File: src/design/usir_pkg.sv
// Package: offsets, field positions and reset values of the status block
package usir_pkg;
  // ==========================================================
  // Register offsets (byte addresses)
  localparam logic [11:0] USIR_OFS_FRAME_REV = 12'h004;
  localparam logic [11:0] USIR_OFS_STATUS1 = 12'h010;
  localparam logic [11:0] USIR_OFS_MASK1 = 12'h014;
  localparam logic [11:0] USIR_OFS_STATUS2 = 12'h018;
  localparam logic [11:0] USIR_OFS_MASK2 = 12'h01c;
  // ==========================================================
  // Field positions
  localparam int USIR_FRAME_W = 11;
  localparam int USIR_REV_LSB = 16;
  localparam int USIR_S1_SUMMARY = 31;
  localparam int USIR_S1_TX_MBOX = 23;
  localparam int USIR_S1_RX_MBOX = 22;
  localparam int USIR_S1_EMPTY_LSB = 19;
  localparam int USIR_S1_ALERT_LSB = 16;
  localparam int USIR_S1_DMA = 10;
  localparam int USIR_S1_OVERRUN = 9;
  localparam int USIR_S1_UNDERRUN = 8;
  localparam int USIR_S1_EP2_DONE = 3;
  localparam int USIR_S2_FRAME_WR = 21;
  localparam int USIR_S2_BAD_FRAME = 20;
  localparam int USIR_S2_BAD_EP = 19;
  localparam int USIR_S2_BUS_LSB = 16;
  localparam int USIR_S2_OVERSIZE = 7;
  localparam int USIR_S2_EXTRA_PKT = 6;
  localparam int USIR_S2_CORRUPT = 5;
  localparam int USIR_S2_NO_TOKEN = 4;
  localparam int USIR_S2_EXTRA_TOKEN = 3;
  localparam int USIR_S2_NO_DATA = 2;
  localparam int USIR_S2_EXTRA_SOF = 1;
  localparam int USIR_S2_SOF_LOST = 0;
  // ==========================================================
  // Implemented bit masks and reset values
  localparam logic [31:0] USIR_S1_IMPL = 32'h80ff_07ff;
  localparam logic [31:0] USIR_S2_IMPL = 32'h003f_00ff;
  localparam logic [31:0] USIR_RESET_VAL = 32'h0000_0000;
  // Pool alert scale factor
  localparam int USIR_ALERT_SCALE = 4;
  // ==========================================================
  // Endpoint 2 receive modes
  typedef enum logic [1:0] {
    USIR_RM_NORMAL0,
    USIR_RM_NORMAL1,
    USIR_RM_ASSEMBLE,
    USIR_RM_SEPARATE
  } usir_rx_mode_t;
endpackage

File: src/design/usir_regs.sv
// Status, mask and frame number registers with read-clear events
`timescale 1ns/1ps
// ==========================================================
// Functional notes
// - Frame number held in bits 10:0; bits 15:11 read zero.
// - Fixed revision code in bits 31:16, unaffected by writes.
// - Tx mailbox full flag sets when read and write addresses match.
// - Rx mailbox full flag sets when read and write addresses match.
// - Reading status one clears its events; reserved bits read zero.
// - Pool empty flags set when a pool has no directories left.
// - Pool alert sets when remaining count equals four times threshold.
// - DMA fault flag sets on internal bus error during DMA.
// - Iso OUT FIFO full mid-transaction sets overrun flag.
// - Iso IN FIFO empty mid-transaction sets underrun flag.
// - Segment-done flags in bits 7..0 per endpoint indication.
// - Endpoint 2 receive-done timing follows its receive mode.
// - Summary flag bit 31 set when unmasked status two bit set.
// - Interrupt when any status one bit and its mask bit set.
// - Reading status two clears all its bits.
// - Frame-written flag sets whenever frame number is updated.
// - Bad SOF, extra SOF and lost SOF flags.
// - Bad endpoint token flag on wrong endpoint number.
// - Resume, reset and suspend bus flags.
// - Endpoint 2 oversize flag when data exceeds max packet.
// - Endpoint 2 extra packet and corrupt flags only when enabled.
// - Endpoint 1 token and data flags only when enabled.
// - Summary is OR of status two ANDed with mask two.
module usir_regs
  import usir_pkg::*;
#(
  parameter logic [15:0] REVISION_CODE = 16'h0a5c, // Arbitrary value
  parameter int POOL_CNT_W = 16,
  parameter int MBOX_ADDR_W = 32
) (
  input wire logic sys_clk,
  input wire logic nrst,
  input wire logic [11:0] reg_addr,
  input wire logic reg_rd,
  input wire logic reg_wr,
  input wire logic [31:0] reg_wdata,
  output logic [31:0] reg_rdata,
  output logic irq,
  input wire logic frame_wr,
  input wire logic [10:0] frame_value,
  input wire logic [MBOX_ADDR_W-1:0] tx_mbox_rd_addr,
  input wire logic [MBOX_ADDR_W-1:0] tx_mbox_wr_addr,
  input wire logic [MBOX_ADDR_W-1:0] rx_mbox_rd_addr,
  input wire logic [MBOX_ADDR_W-1:0] rx_mbox_wr_addr,
  input wire logic [3*POOL_CNT_W-1:0] pool_left,
  input wire logic [3*POOL_CNT_W-1:0] pool_warn_threshold,
  input wire logic dma_bus_error,
  input wire logic iso_out_fifo_full,
  input wire logic iso_in_fifo_empty,
  input wire logic iso_out_busy,
  input wire logic iso_in_busy,
  input wire logic [7:0] seg_done,
  input wire logic ep2_packet_end,
  input wire logic [1:0] ep2_rx_mode,
  input wire logic bad_sof,
  input wire logic extra_sof_evt,
  input wire logic sof_lost_evt,
  input wire logic bad_ep_token,
  input wire logic [2:0] bus_evt,
  input wire logic ep2_oversize,
  input wire logic ep2_extra_pkt,
  input wire logic ep2_corrupt,
  input wire logic ep2_enable,
  input wire logic ep1_enable,
  input wire logic ep1_no_token,
  input wire logic ep1_extra_token,
  input wire logic ep1_no_data,
  output logic iso_out_discard
);
  // Elaboration checks on parameters
  if (POOL_CNT_W < 3 || POOL_CNT_W > 30) begin : g_bad_pool_w
    $error("POOL_CNT_W out of range");
  end
  if (MBOX_ADDR_W < 1) begin : g_bad_mbox_w
    $error("MBOX_ADDR_W out of range");
  end

  // ==========================================================
  // Register state
  logic [10:0] frame_q;
  logic [31:0] stat1_q;
  logic [31:0] stat1_d;
  logic [31:0] mask1_q;
  logic [31:0] stat2_q;
  logic [31:0] stat2_d;
  logic [31:0] mask2_q;
  logic [31:0] rdata_d;
  logic tx_eq_q;
  logic rx_eq_q;
  logic [2:0] empty_q;
  logic [2:0] alert_q;
  logic ovr_q;

  // ==========================================================
  // Address decode
  wire sel_frame = (reg_addr == USIR_OFS_FRAME_REV);
  wire sel_s1 = (reg_addr == USIR_OFS_STATUS1);
  wire sel_m1 = (reg_addr == USIR_OFS_MASK1);
  wire sel_s2 = (reg_addr == USIR_OFS_STATUS2);
  wire sel_m2 = (reg_addr == USIR_OFS_MASK2);
  wire rd_s1 = reg_rd && sel_s1;
  wire rd_s2 = reg_rd && sel_s2;

  // ==========================================================
  // Event detection
  wire tx_eq = (tx_mbox_rd_addr == tx_mbox_wr_addr);
  wire rx_eq = (rx_mbox_rd_addr == rx_mbox_wr_addr);
  wire tx_full_evt = tx_eq && !tx_eq_q;
  wire rx_full_evt = rx_eq && !rx_eq_q;

  logic [2:0] empty_now;
  logic [2:0] alert_now;
  genvar gi;
  generate
    for (gi = 0; gi < 3; gi++) begin : g_pool
      wire [POOL_CNT_W-1:0] left = pool_left[gi*POOL_CNT_W +: POOL_CNT_W];
      wire [POOL_CNT_W+1:0] warn =
        {2'b00, pool_warn_threshold[gi*POOL_CNT_W +: POOL_CNT_W]} * (POOL_CNT_W+2)'(USIR_ALERT_SCALE);
      assign empty_now[gi] = (left == '0);
      assign alert_now[gi] = ({2'b00, left} == warn);
    end
  endgenerate
  wire [2:0] empty_evt = empty_now & ~empty_q;
  wire [2:0] alert_evt = alert_now & ~alert_q;

  // Overrun: FIFO full during transaction, rest of packet discarded
  wire ovr_evt = iso_out_busy && iso_out_fifo_full && !ovr_q;
  assign iso_out_discard = ovr_q || (iso_out_busy && iso_out_fifo_full);
  wire unr_evt = iso_in_busy && iso_in_fifo_empty;

  // EP2 receive done: normal modes per indication, others at packet end
  wire ep2_normal = (ep2_rx_mode == USIR_RM_NORMAL0) || (ep2_rx_mode == USIR_RM_NORMAL1);
  wire ep2_done = ep2_normal ? seg_done[USIR_S1_EP2_DONE]
                             : (seg_done[USIR_S1_EP2_DONE] && ep2_packet_end);

  // Status two event vector
  logic [31:0] ev2;
  always_comb begin
    ev2 = '0;
    ev2[USIR_S2_FRAME_WR] = frame_wr;
    ev2[USIR_S2_BAD_FRAME] = bad_sof;
    ev2[USIR_S2_EXTRA_SOF] = extra_sof_evt;
    ev2[USIR_S2_SOF_LOST] = sof_lost_evt;
    ev2[USIR_S2_BAD_EP] = bad_ep_token;
    ev2[USIR_S2_BUS_LSB +: 3] = bus_evt;
    ev2[USIR_S2_OVERSIZE] = ep2_oversize;
    ev2[USIR_S2_EXTRA_PKT] = ep2_extra_pkt && ep2_enable;
    ev2[USIR_S2_CORRUPT] = ep2_corrupt && ep2_enable;
    ev2[USIR_S2_NO_TOKEN] = ep1_no_token && ep1_enable;
    ev2[USIR_S2_EXTRA_TOKEN] = ep1_extra_token && ep1_enable;
    ev2[USIR_S2_NO_DATA] = ep1_no_data && ep1_enable;
  end

  // Status one event vector
  logic [31:0] ev1;
  always_comb begin
    ev1 = '0;
    ev1[USIR_S1_TX_MBOX] = tx_full_evt;
    ev1[USIR_S1_RX_MBOX] = rx_full_evt;
    ev1[USIR_S1_EMPTY_LSB +: 3] = empty_evt;
    ev1[USIR_S1_ALERT_LSB +: 3] = alert_evt;
    ev1[USIR_S1_DMA] = dma_bus_error;
    ev1[USIR_S1_OVERRUN] = ovr_evt;
    ev1[USIR_S1_UNDERRUN] = unr_evt;
    ev1[7:0] = seg_done;
    ev1[USIR_S1_EP2_DONE] = ep2_done;
  end

  // ==========================================================
  // Sticky status with read-clear; set wins over clear
  wire summary = |(stat2_q & mask2_q);
  always_comb begin
    stat2_d = ((rd_s2 ? 32'h0000_0000 : stat2_q) | ev2) & USIR_S2_IMPL;
    stat1_d = ((rd_s1 ? 32'h0000_0000 : stat1_q) | ev1) & USIR_S1_IMPL;
    stat1_d[USIR_S1_SUMMARY] = summary;
  end

  // ==========================================================
  // Read data mux
  always_comb begin
    if (sel_frame) begin
      rdata_d = {REVISION_CODE, 5'h00, frame_q};
    end else if (sel_s1) begin
      rdata_d = stat1_q;
    end else if (sel_m1) begin
      rdata_d = mask1_q;
    end else if (sel_s2) begin
      rdata_d = stat2_q;
    end else if (sel_m2) begin
      rdata_d = mask2_q;
    end else begin
      rdata_d = 32'h0000_0000;
    end
  end

  assign reg_rdata = rdata_d;
  assign irq = |(stat1_q & mask1_q);

  // ==========================================================
  // Flops
  always_ff @(posedge sys_clk or negedge nrst) begin
    if (!nrst) begin
      frame_q <= '0;
      stat1_q <= USIR_RESET_VAL;
      stat2_q <= USIR_RESET_VAL;
      mask1_q <= USIR_RESET_VAL;
      mask2_q <= USIR_RESET_VAL;
    end else begin
      if (frame_wr) begin
        frame_q <= frame_value;
      end
      stat1_q <= stat1_d;
      stat2_q <= stat2_d;
      if (reg_wr && sel_m1) begin
        mask1_q <= reg_wdata & USIR_S1_IMPL;
      end
      if (reg_wr && sel_m2) begin
        mask2_q <= reg_wdata & USIR_S2_IMPL;
      end
    end
  end

  always_ff @(posedge sys_clk or negedge nrst) begin
    if (!nrst) begin
      tx_eq_q <= 1'b0;
      rx_eq_q <= 1'b0;
      empty_q <= 3'b000;
      alert_q <= 3'b000;
      ovr_q <= 1'b0;
    end else begin
      tx_eq_q <= tx_eq;
      rx_eq_q <= rx_eq;
      empty_q <= empty_now;
      alert_q <= alert_now;
      ovr_q <= iso_out_busy && (ovr_q || iso_out_fifo_full);
    end
  end
endmodule

File: config.mk
export PLATFORM = sky130hd
export DESIGN_NAME = usir_regs
export DESIGN_NICKNAME = d
export VERILOG_FILES = /design/src/design/usir_pkg.sv /design/src/design/usir_regs.sv
export SDC_FILE = /design/constraint.sdc
export NUM_CORES = 1
export LEC_CHECK = 0
export BUFFER_PORTS_ARGS = -buffer_cell sky130_fd_sc_hd__buf_2
export CAP_MARGIN = 20
export CORE_AREA = 10 10 127 129
export DETAILED_ROUTE_END_ITERATION = 6
export DIE_AREA = 0 0 137 139
export PLACE_DENSITY_LB_ADDON = 0.3
export SYNTH_ARGS = -nofsm -noshare
export SYNTH_HDL_FRONTEND = slang
export SYNTH_SLANG_ARGS = --single-unit
File: constraint.sdc
create_clock -name sys_clk -period 2.3 [get_ports sys_clk]
set_clock_uncertainty 0.05 [all_clocks]
set_input_delay 0.345 -clock sys_clk [delete_from_list [all_inputs] [get_ports sys_clk]]
set_output_delay 0.345 -clock sys_clk [all_outputs]
set_load 0.02 [all_outputs]
==> flow_summary.toml, run 1 <==
[timing]
clock.fmax_mhz = 447.2
fin_crit_sh = 0.9722
period_needed_ps = 2236
finalSetupViolations = 0
finalSetupTns_ps = 0
holdWs_ps = 134.5
rsz0062_at_grt = "no"
slew_viol_final = 0
hold_violations = 0

[layout]
drive_gt1_frac = 0.4545
fin_nets = 1158
syn_to_final_growth_pct = 41.67
fillCellCount = 1277
final_cell_area_sq_um = 7631

[synth]
syn_avg_cell_area_sq_um = 10.60
ys_warn_count = 0
syn-instance-count = 508
syn_area_sq_um = 5386
synthFlopType = "dfrtp_1"
synth_top_area_share = 0.4088
synth_async_sr_flop_share = 1.000
ys_types = 39
yosysTopAreaCell = "dfrtp_1"
ys_ff_latch = 88
ys_seq_area_frac = 0.4088
synth_edf_count = 0
synth_area_leaders = "dfrtp_1 41%, xor2_1 12%, mux2_1 6.3%"

[placement]
postPlaceCellArea_sq_um = 7279
place.gp.congestion = 0.9063
place_hpwl_um = 18230
portBuffers = 325

[drt]
drt_wl_total_um = 21200
drc = 0
drtPass1Iterations = 5
via_per_inst = 5.154
drt_iter0_drc = 174
avgRoutedWirePerCell_um = 20.52
vias = 5324
antenna_left = 0

[clock_network]
cts_made_buffers = 9
clock_latency_ps = 340
clk_pin_slew_worst_paths_ps = 60
htree_levels = 3
clock_path_buffers = 2
post-cts-setup-buffers = 0
root_buffer = "clkbuf_16"
cts.sinks = 88
tritoncts = "built"

[global_route]
grt-ovfl-total = 0
grt_antenna_before_repair = 9
grt_pass1_wl_um = 31840
grt_pass1_vias = 5779
grt_usage = 0.2148
grt_start_max_net_pins = 54

[die]
ios = 349
start_util = 0.3942
fp.dieW_um = 137
die_area_sq_um = 19040
fp.dieH_um = 139
core_area_sq_um = 13670
rows = 43

[worst_setup_path]
crit_path_frequent_cell = "buf_2"
crit_type = "in2out"
critPathTopFamily = "simple AND/OR/NAND/NOR gates"
path_cells = "buf_2, nor4_4, nand4_1, buf_4, or3_1, o22ai_1, buf_2"
cp_max_fo = 14
crit_arrival_ps = 1840
start_kind = "input pin"
cp-end-kind = "output port"
crit_buf_inv = 3
critPathRequiredTime_ps = 1900
max_stage_delay_ps = 380
cp_slowest_cell = "or3_1"

[power]
power_density_nw_per_um2 = 497.7
leakagePower_nw = 3.771
irDropWorstVdd_v = 0.0003751

[job]
max_cap_viol_count = 0

[worst_hold_path]
hold_path_class = "in2reg"

[outcome]
status = "completed"
## path summary, 6_finish.rpt
| path | startpoint | endpoint | slack, ps | cells after the start |
|---|---|---|---|---|
| min reg2reg | tx_eq_q | stat1_q[23] | 380 | 1 |
| min | bad_ep_token | stat2_q[19] | 130 | 2 |
| max in group asynchronous | nrst | stat1_q[1] | 1130 | 3 |
| min in group asynchronous | nrst | mask2_q[18] | 440 | 2 |
| max reg2reg | stat2_q[7] | stat1_q[31] | 950 | 4 |
| max | reg_addr[9] | reg_rdata[7] | 60 | 7 |
## kinds of logic after synthesis
kind of cell | count (synthesis) | share of synthesized area
AND/OR/NAND/NOR | 116 | 0.1282
XOR/XNOR | 106 | 0.1724
AO/OA/AOI/OAI | 105 | 0.1366
flip-flops | 88 | 0.4088
multiplexers | 56 | 0.1159
buffers and inverters | 36 | 0.03740
other | 1 | 0.0006962
## timing repair
item,in CTS,in global routing
hold endpoints to repair,29,0
gates resized for setup,1,2
endpoints found under the setup margin,1,1
hold buffers,1,0
## per-layer routing
metal / up-vias / GRT usage / part of all wire
li1: 2553 / - / -
met1: 2517 / 0.2360 / 0.37
met2: 234 / 0.3733 / 0.51
met3: 16 / 0.09022 / 0.10
met4: 4 / 0.04772 / 0.0098
met5: - / 0 / 0.0013
## metrics by stage
stage          worst slack [ps]  utilization  power [mW]  instances
2_1_floorplan             155.2            -       1.889        517
3_3_place_gp              44.83       0.5327       2.280       1011
3_5_place_dp              31.34       0.5327       2.290       1011
4_1_cts                   22.85       0.5567       3.840       1027
5_1_grt                   6.948       0.5584       3.975       1033
6_report                  63.87       0.5584       3.798       1033
## power by group
part           total (mW)  leakage, nW  internal (mW)  switching, mW
combinational       0.674         2.56          0.352          0.322
sequential           1.59         1.07           1.57         0.0165
clock                1.53        0.141          0.945          0.590
## cells in the mapped netlist (all sizes together), types with 2 or more instances
master	n
a21o	17
a21oi	23
a221oi	6
a22o	15
a22oi	17
and2	2
and3	3
and4	5
buf	21
clkbuf	10
dfrtp	88
inv	4
mux2	51
mux2i	5
nand2	8
nand2b	3
nand4	18
nor2	17
nor2b	4
nor3	11
nor4	36
o21ai	5
o22ai	14
o41ai	4
or3	8
xnor2	30
xor2	76
## registers in the layout (all words and copies together) (netlist names)
register and cells:
mask1_q 20, stat1_q 20, mask2_q 14, stat2_q 14
frame_q 11, alert_q 3, empty_q 3, ovr_q 1
rx_eq_q 1, tx_eq_q 1
## placed cells by master, fill, tap and decap left out, types with 6 or more instances in the layout
cell / count
nor2_1: 17
clkbuf_16: 9
a21oi_1: 23
mux2_2: 21
a22oi_1: 17
a22o_1: 15
dfrtp_1: 88
mux2_1: 30
nand4_1: 18
xnor2_1: 30
o22ai_1: 13
a21o_1: 17
buf_2: 323
or3_1: 8
diode_2: 6
conb_1: 10
nand2_1: 8
xor2_1: 76
nor4_1: 34
nor3_1: 11
buf_4: 19
## final cells by class
type	instances	area, sq um	area share
clock inverter	5	82.58	0.01082
multi-input combinational	393	3029	0.3970
sequential	88	2202	0.2886
inverter	5	18.77	0.002459
antenna	6	15.01	0.001968
timing repair buffer	346	1829	0.2397
clock buffer	10	229.0	0.03000
tap	180	225.2	0.02951
Note: power is estimated with default switching activity, not from simulation.
==> inputs of run 2 (changes only) <==
--- a/config.mk
+++ b/config.mk
@@ -7,9 +7,9 @@
 export LEC_CHECK = 0
 export BUFFER_PORTS_ARGS = -buffer_cell sky130_fd_sc_hd__buf_2
 export CAP_MARGIN = 20
-export CORE_AREA = 10 10 127 129
+export CORE_AREA = 2 2 137 139
 export DETAILED_ROUTE_END_ITERATION = 6
-export DIE_AREA = 0 0 137 139
+export DIE_AREA = 0 0 139 141
 export PLACE_DENSITY_LB_ADDON = 0.3
 export SYNTH_ARGS = -nofsm -noshare
 export SYNTH_HDL_FRONTEND = slang
==> run 2 against run 1 <==
Via count up 0.77%. Register-to-register slack lost 220 ps. Clock power decreased by 12%. Non-clock buffer count grew 7. Flip-flop and latch count unchanged. Largest power group unchanged. Final area increased by 2.4%. Fmax fell by 0.27%. Routed wire length is 6.4% lower. Worst setup slack worse by 6.1 ps. Critical endpoint is now irq. Die area up 2.9%.
==> flow_summary.toml, run 2 (same netlist as run 1, synthesis figures left out) <==
[outcome]
status = "completed"

[worst_setup_path]
crit_buf_inv = 1
r2r-start = "stat2_q[7]"
cp_max_fo = 3
rr_worst_depth = 4
critPathLaunch = "stat1_q[21]"
max_stage_delay_ps = 440
critPathRequiredTime_ps = 1900
cp_slowest_cell = "dfrtp_1"
r2r_setup_slack_ps = 730
r2r-end = "stat1_q[31]"
path_cells = "a22o_1, a221oi_4, and3_1, nand4_1, buf_2"
crit_type = "reg2out"
crit_arrival_ps = 1850
start_kind = "register"
critPathTopFamily = "compound AO/OA/AOI/OAI gates"
cp-end-kind = "output port"

[power]
switchingPower_mw = 0.9178
irDropWorstVdd_v = 0.0004520
power.share.switching = 0.2530
pwr-share-clk = 0.372
leakagePower_nw = 3.832
seq_power_share = 0.438
p_comb_frac = 0.190
intPower_mw = 2.710
power_density_nw_per_um2 = 464.4
power.total_mw = 3.628

[clock_network]
clock_latency_ps = 340
cts_made_buffers = 9
htree_levels = 3
tritoncts = "built"
clk_pin_slew_worst_paths_ps = 60
cts.sinks = 88
clock_path_buffers = 2
root_buffer = "clkbuf_16"

[layout]
instances_no_fill = 1092
post-route-util = 0.4276
syn_to_final_growth_pct = 45.02
fin_nets = 1165
fillCellCount = 1842
mostFrequentLayoutCell = "buf_2"
reg_top3 = "mask1_q (20), stat1_q (20)"
drive_gt1_frac = 0.4719
final_cell_area_sq_um = 7811
layout_common_cells = "314 x buf_2, 88 x dfrtp_1, 76 x xor2_1"
multi_input_area_sq_um = 3100
register_area_sq_um = 2202

[die]
ios = 349
rows = 50
fp.dieH_um = 141
fp.dieW_um = 139
die_area_sq_um = 19600
start_util = 0.2949
core_area_sq_um = 18270

[global_route]
grt_start_max_net_pins = 47
grt_pass1_wl_um = 29100
grt_usage = 0.1938
grt-ovfl-total = 0
grt_pass1_vias = 5344
grt_antenna_before_repair = 3

[drt]
antenna_left = 0
drt_iter0_drc = 286
drc = 0
drt_wl_total_um = 19840
via_per_inst = 4.913
drtPass1Iterations = 4
vias = 5365
avgRoutedWirePerCell_um = 18.17

[worst_hold_path]
holdPathEnd = "stat1_q[1]"
min_delay_path_depth = 2
hold_path_class = "in2reg"
hold_start = "seg_done[1]"

[timing]
finalSetupTns_ps = 0
finalWorstSetupSlack_ps = 57.81
holdWs_ps = 131.5
slew_viol_final = 0
period_needed_ps = 2242
hold_violations = 0
clock.fmax_mhz = 446.0
fin_crit_sh = 0.9749
finalSetupViolations = 0

[placement]
place.gp.congestion = 0.8951
dp_worst_setup_slack_ps = -88.44
place_hpwl_um = 16540
portBuffers = 325
placed_cells = 1071
postPlaceCellArea_sq_um = 7392

[job]
max_cap_viol_count = 0
[run 2: changes by cell type in the layout (fill, tap and decap cells not counted), sizes merged]
cell / before / now
buf: 345 / 352
bufinv: 2 / 0
clkinv: 1 / 5
clkbuf: 10 / 11
clkinvlp: 3 / 0
diode: 6 / 4
[run 2: routing by layer]
layer	part of all wire	wire length [um]	vias up	track usage
li1	-	-	2570	-
met1	0.41	8078	2547	0.2448
met2	0.50	9864	218	0.3207
met3	0.067	1330	30	0.05197
met4	0.029	567	0	0.06911
met5	0	0	-	0
[run 2: layout make-up]
cell class,instances,area share
antenna,4,0.001281
clock buffer,11,0.03236
clock inverter,4,0.002563
inverter,5,0.002403
multi-input combinational,393,0.3969
sequential,88,0.2819
tap,234,0.03748
timing repair buffer,353,0.2451
[run 2: power by group through the flow]
stage / registers, mW / clock network, mW / logic [mW]
final: 1.59 / 1.35 / 0.688
after global routing: 1.59 / 1.47 / 0.759
after CTS: 1.59 / 1.40 / 0.692
after detailed placement: 1.62 / 0 / 0.685
after global placement: 1.62 / 0 / 0.679
after floorplan: 1.61 / 0 / 0.278
[run 2: worst max path at each step]
stage / to / slack, ps / cells after the start
after floorplan: reg_rdata[4] / 160 / 5
final: irq / 60 / 5
after global placement: reg_rdata[4] / -110 / 7
after CTS: reg_rdata[1] / -30 / 8
after detailed placement: reg_rdata[4] / -90 / 7
after global routing: reg_rdata[4] / -9 / 7
[run 2: timing repair]
action / in CTS / in global routing
hold buffers: 1 / 0
endpoints found under the hold margin: 26 / 0
buffers inserted: 0 / 2
endpoints found under the setup margin: 9 / 9
pin swaps: 8 / 7
resized for setup: 15 / 11
cloned: 0 / 0
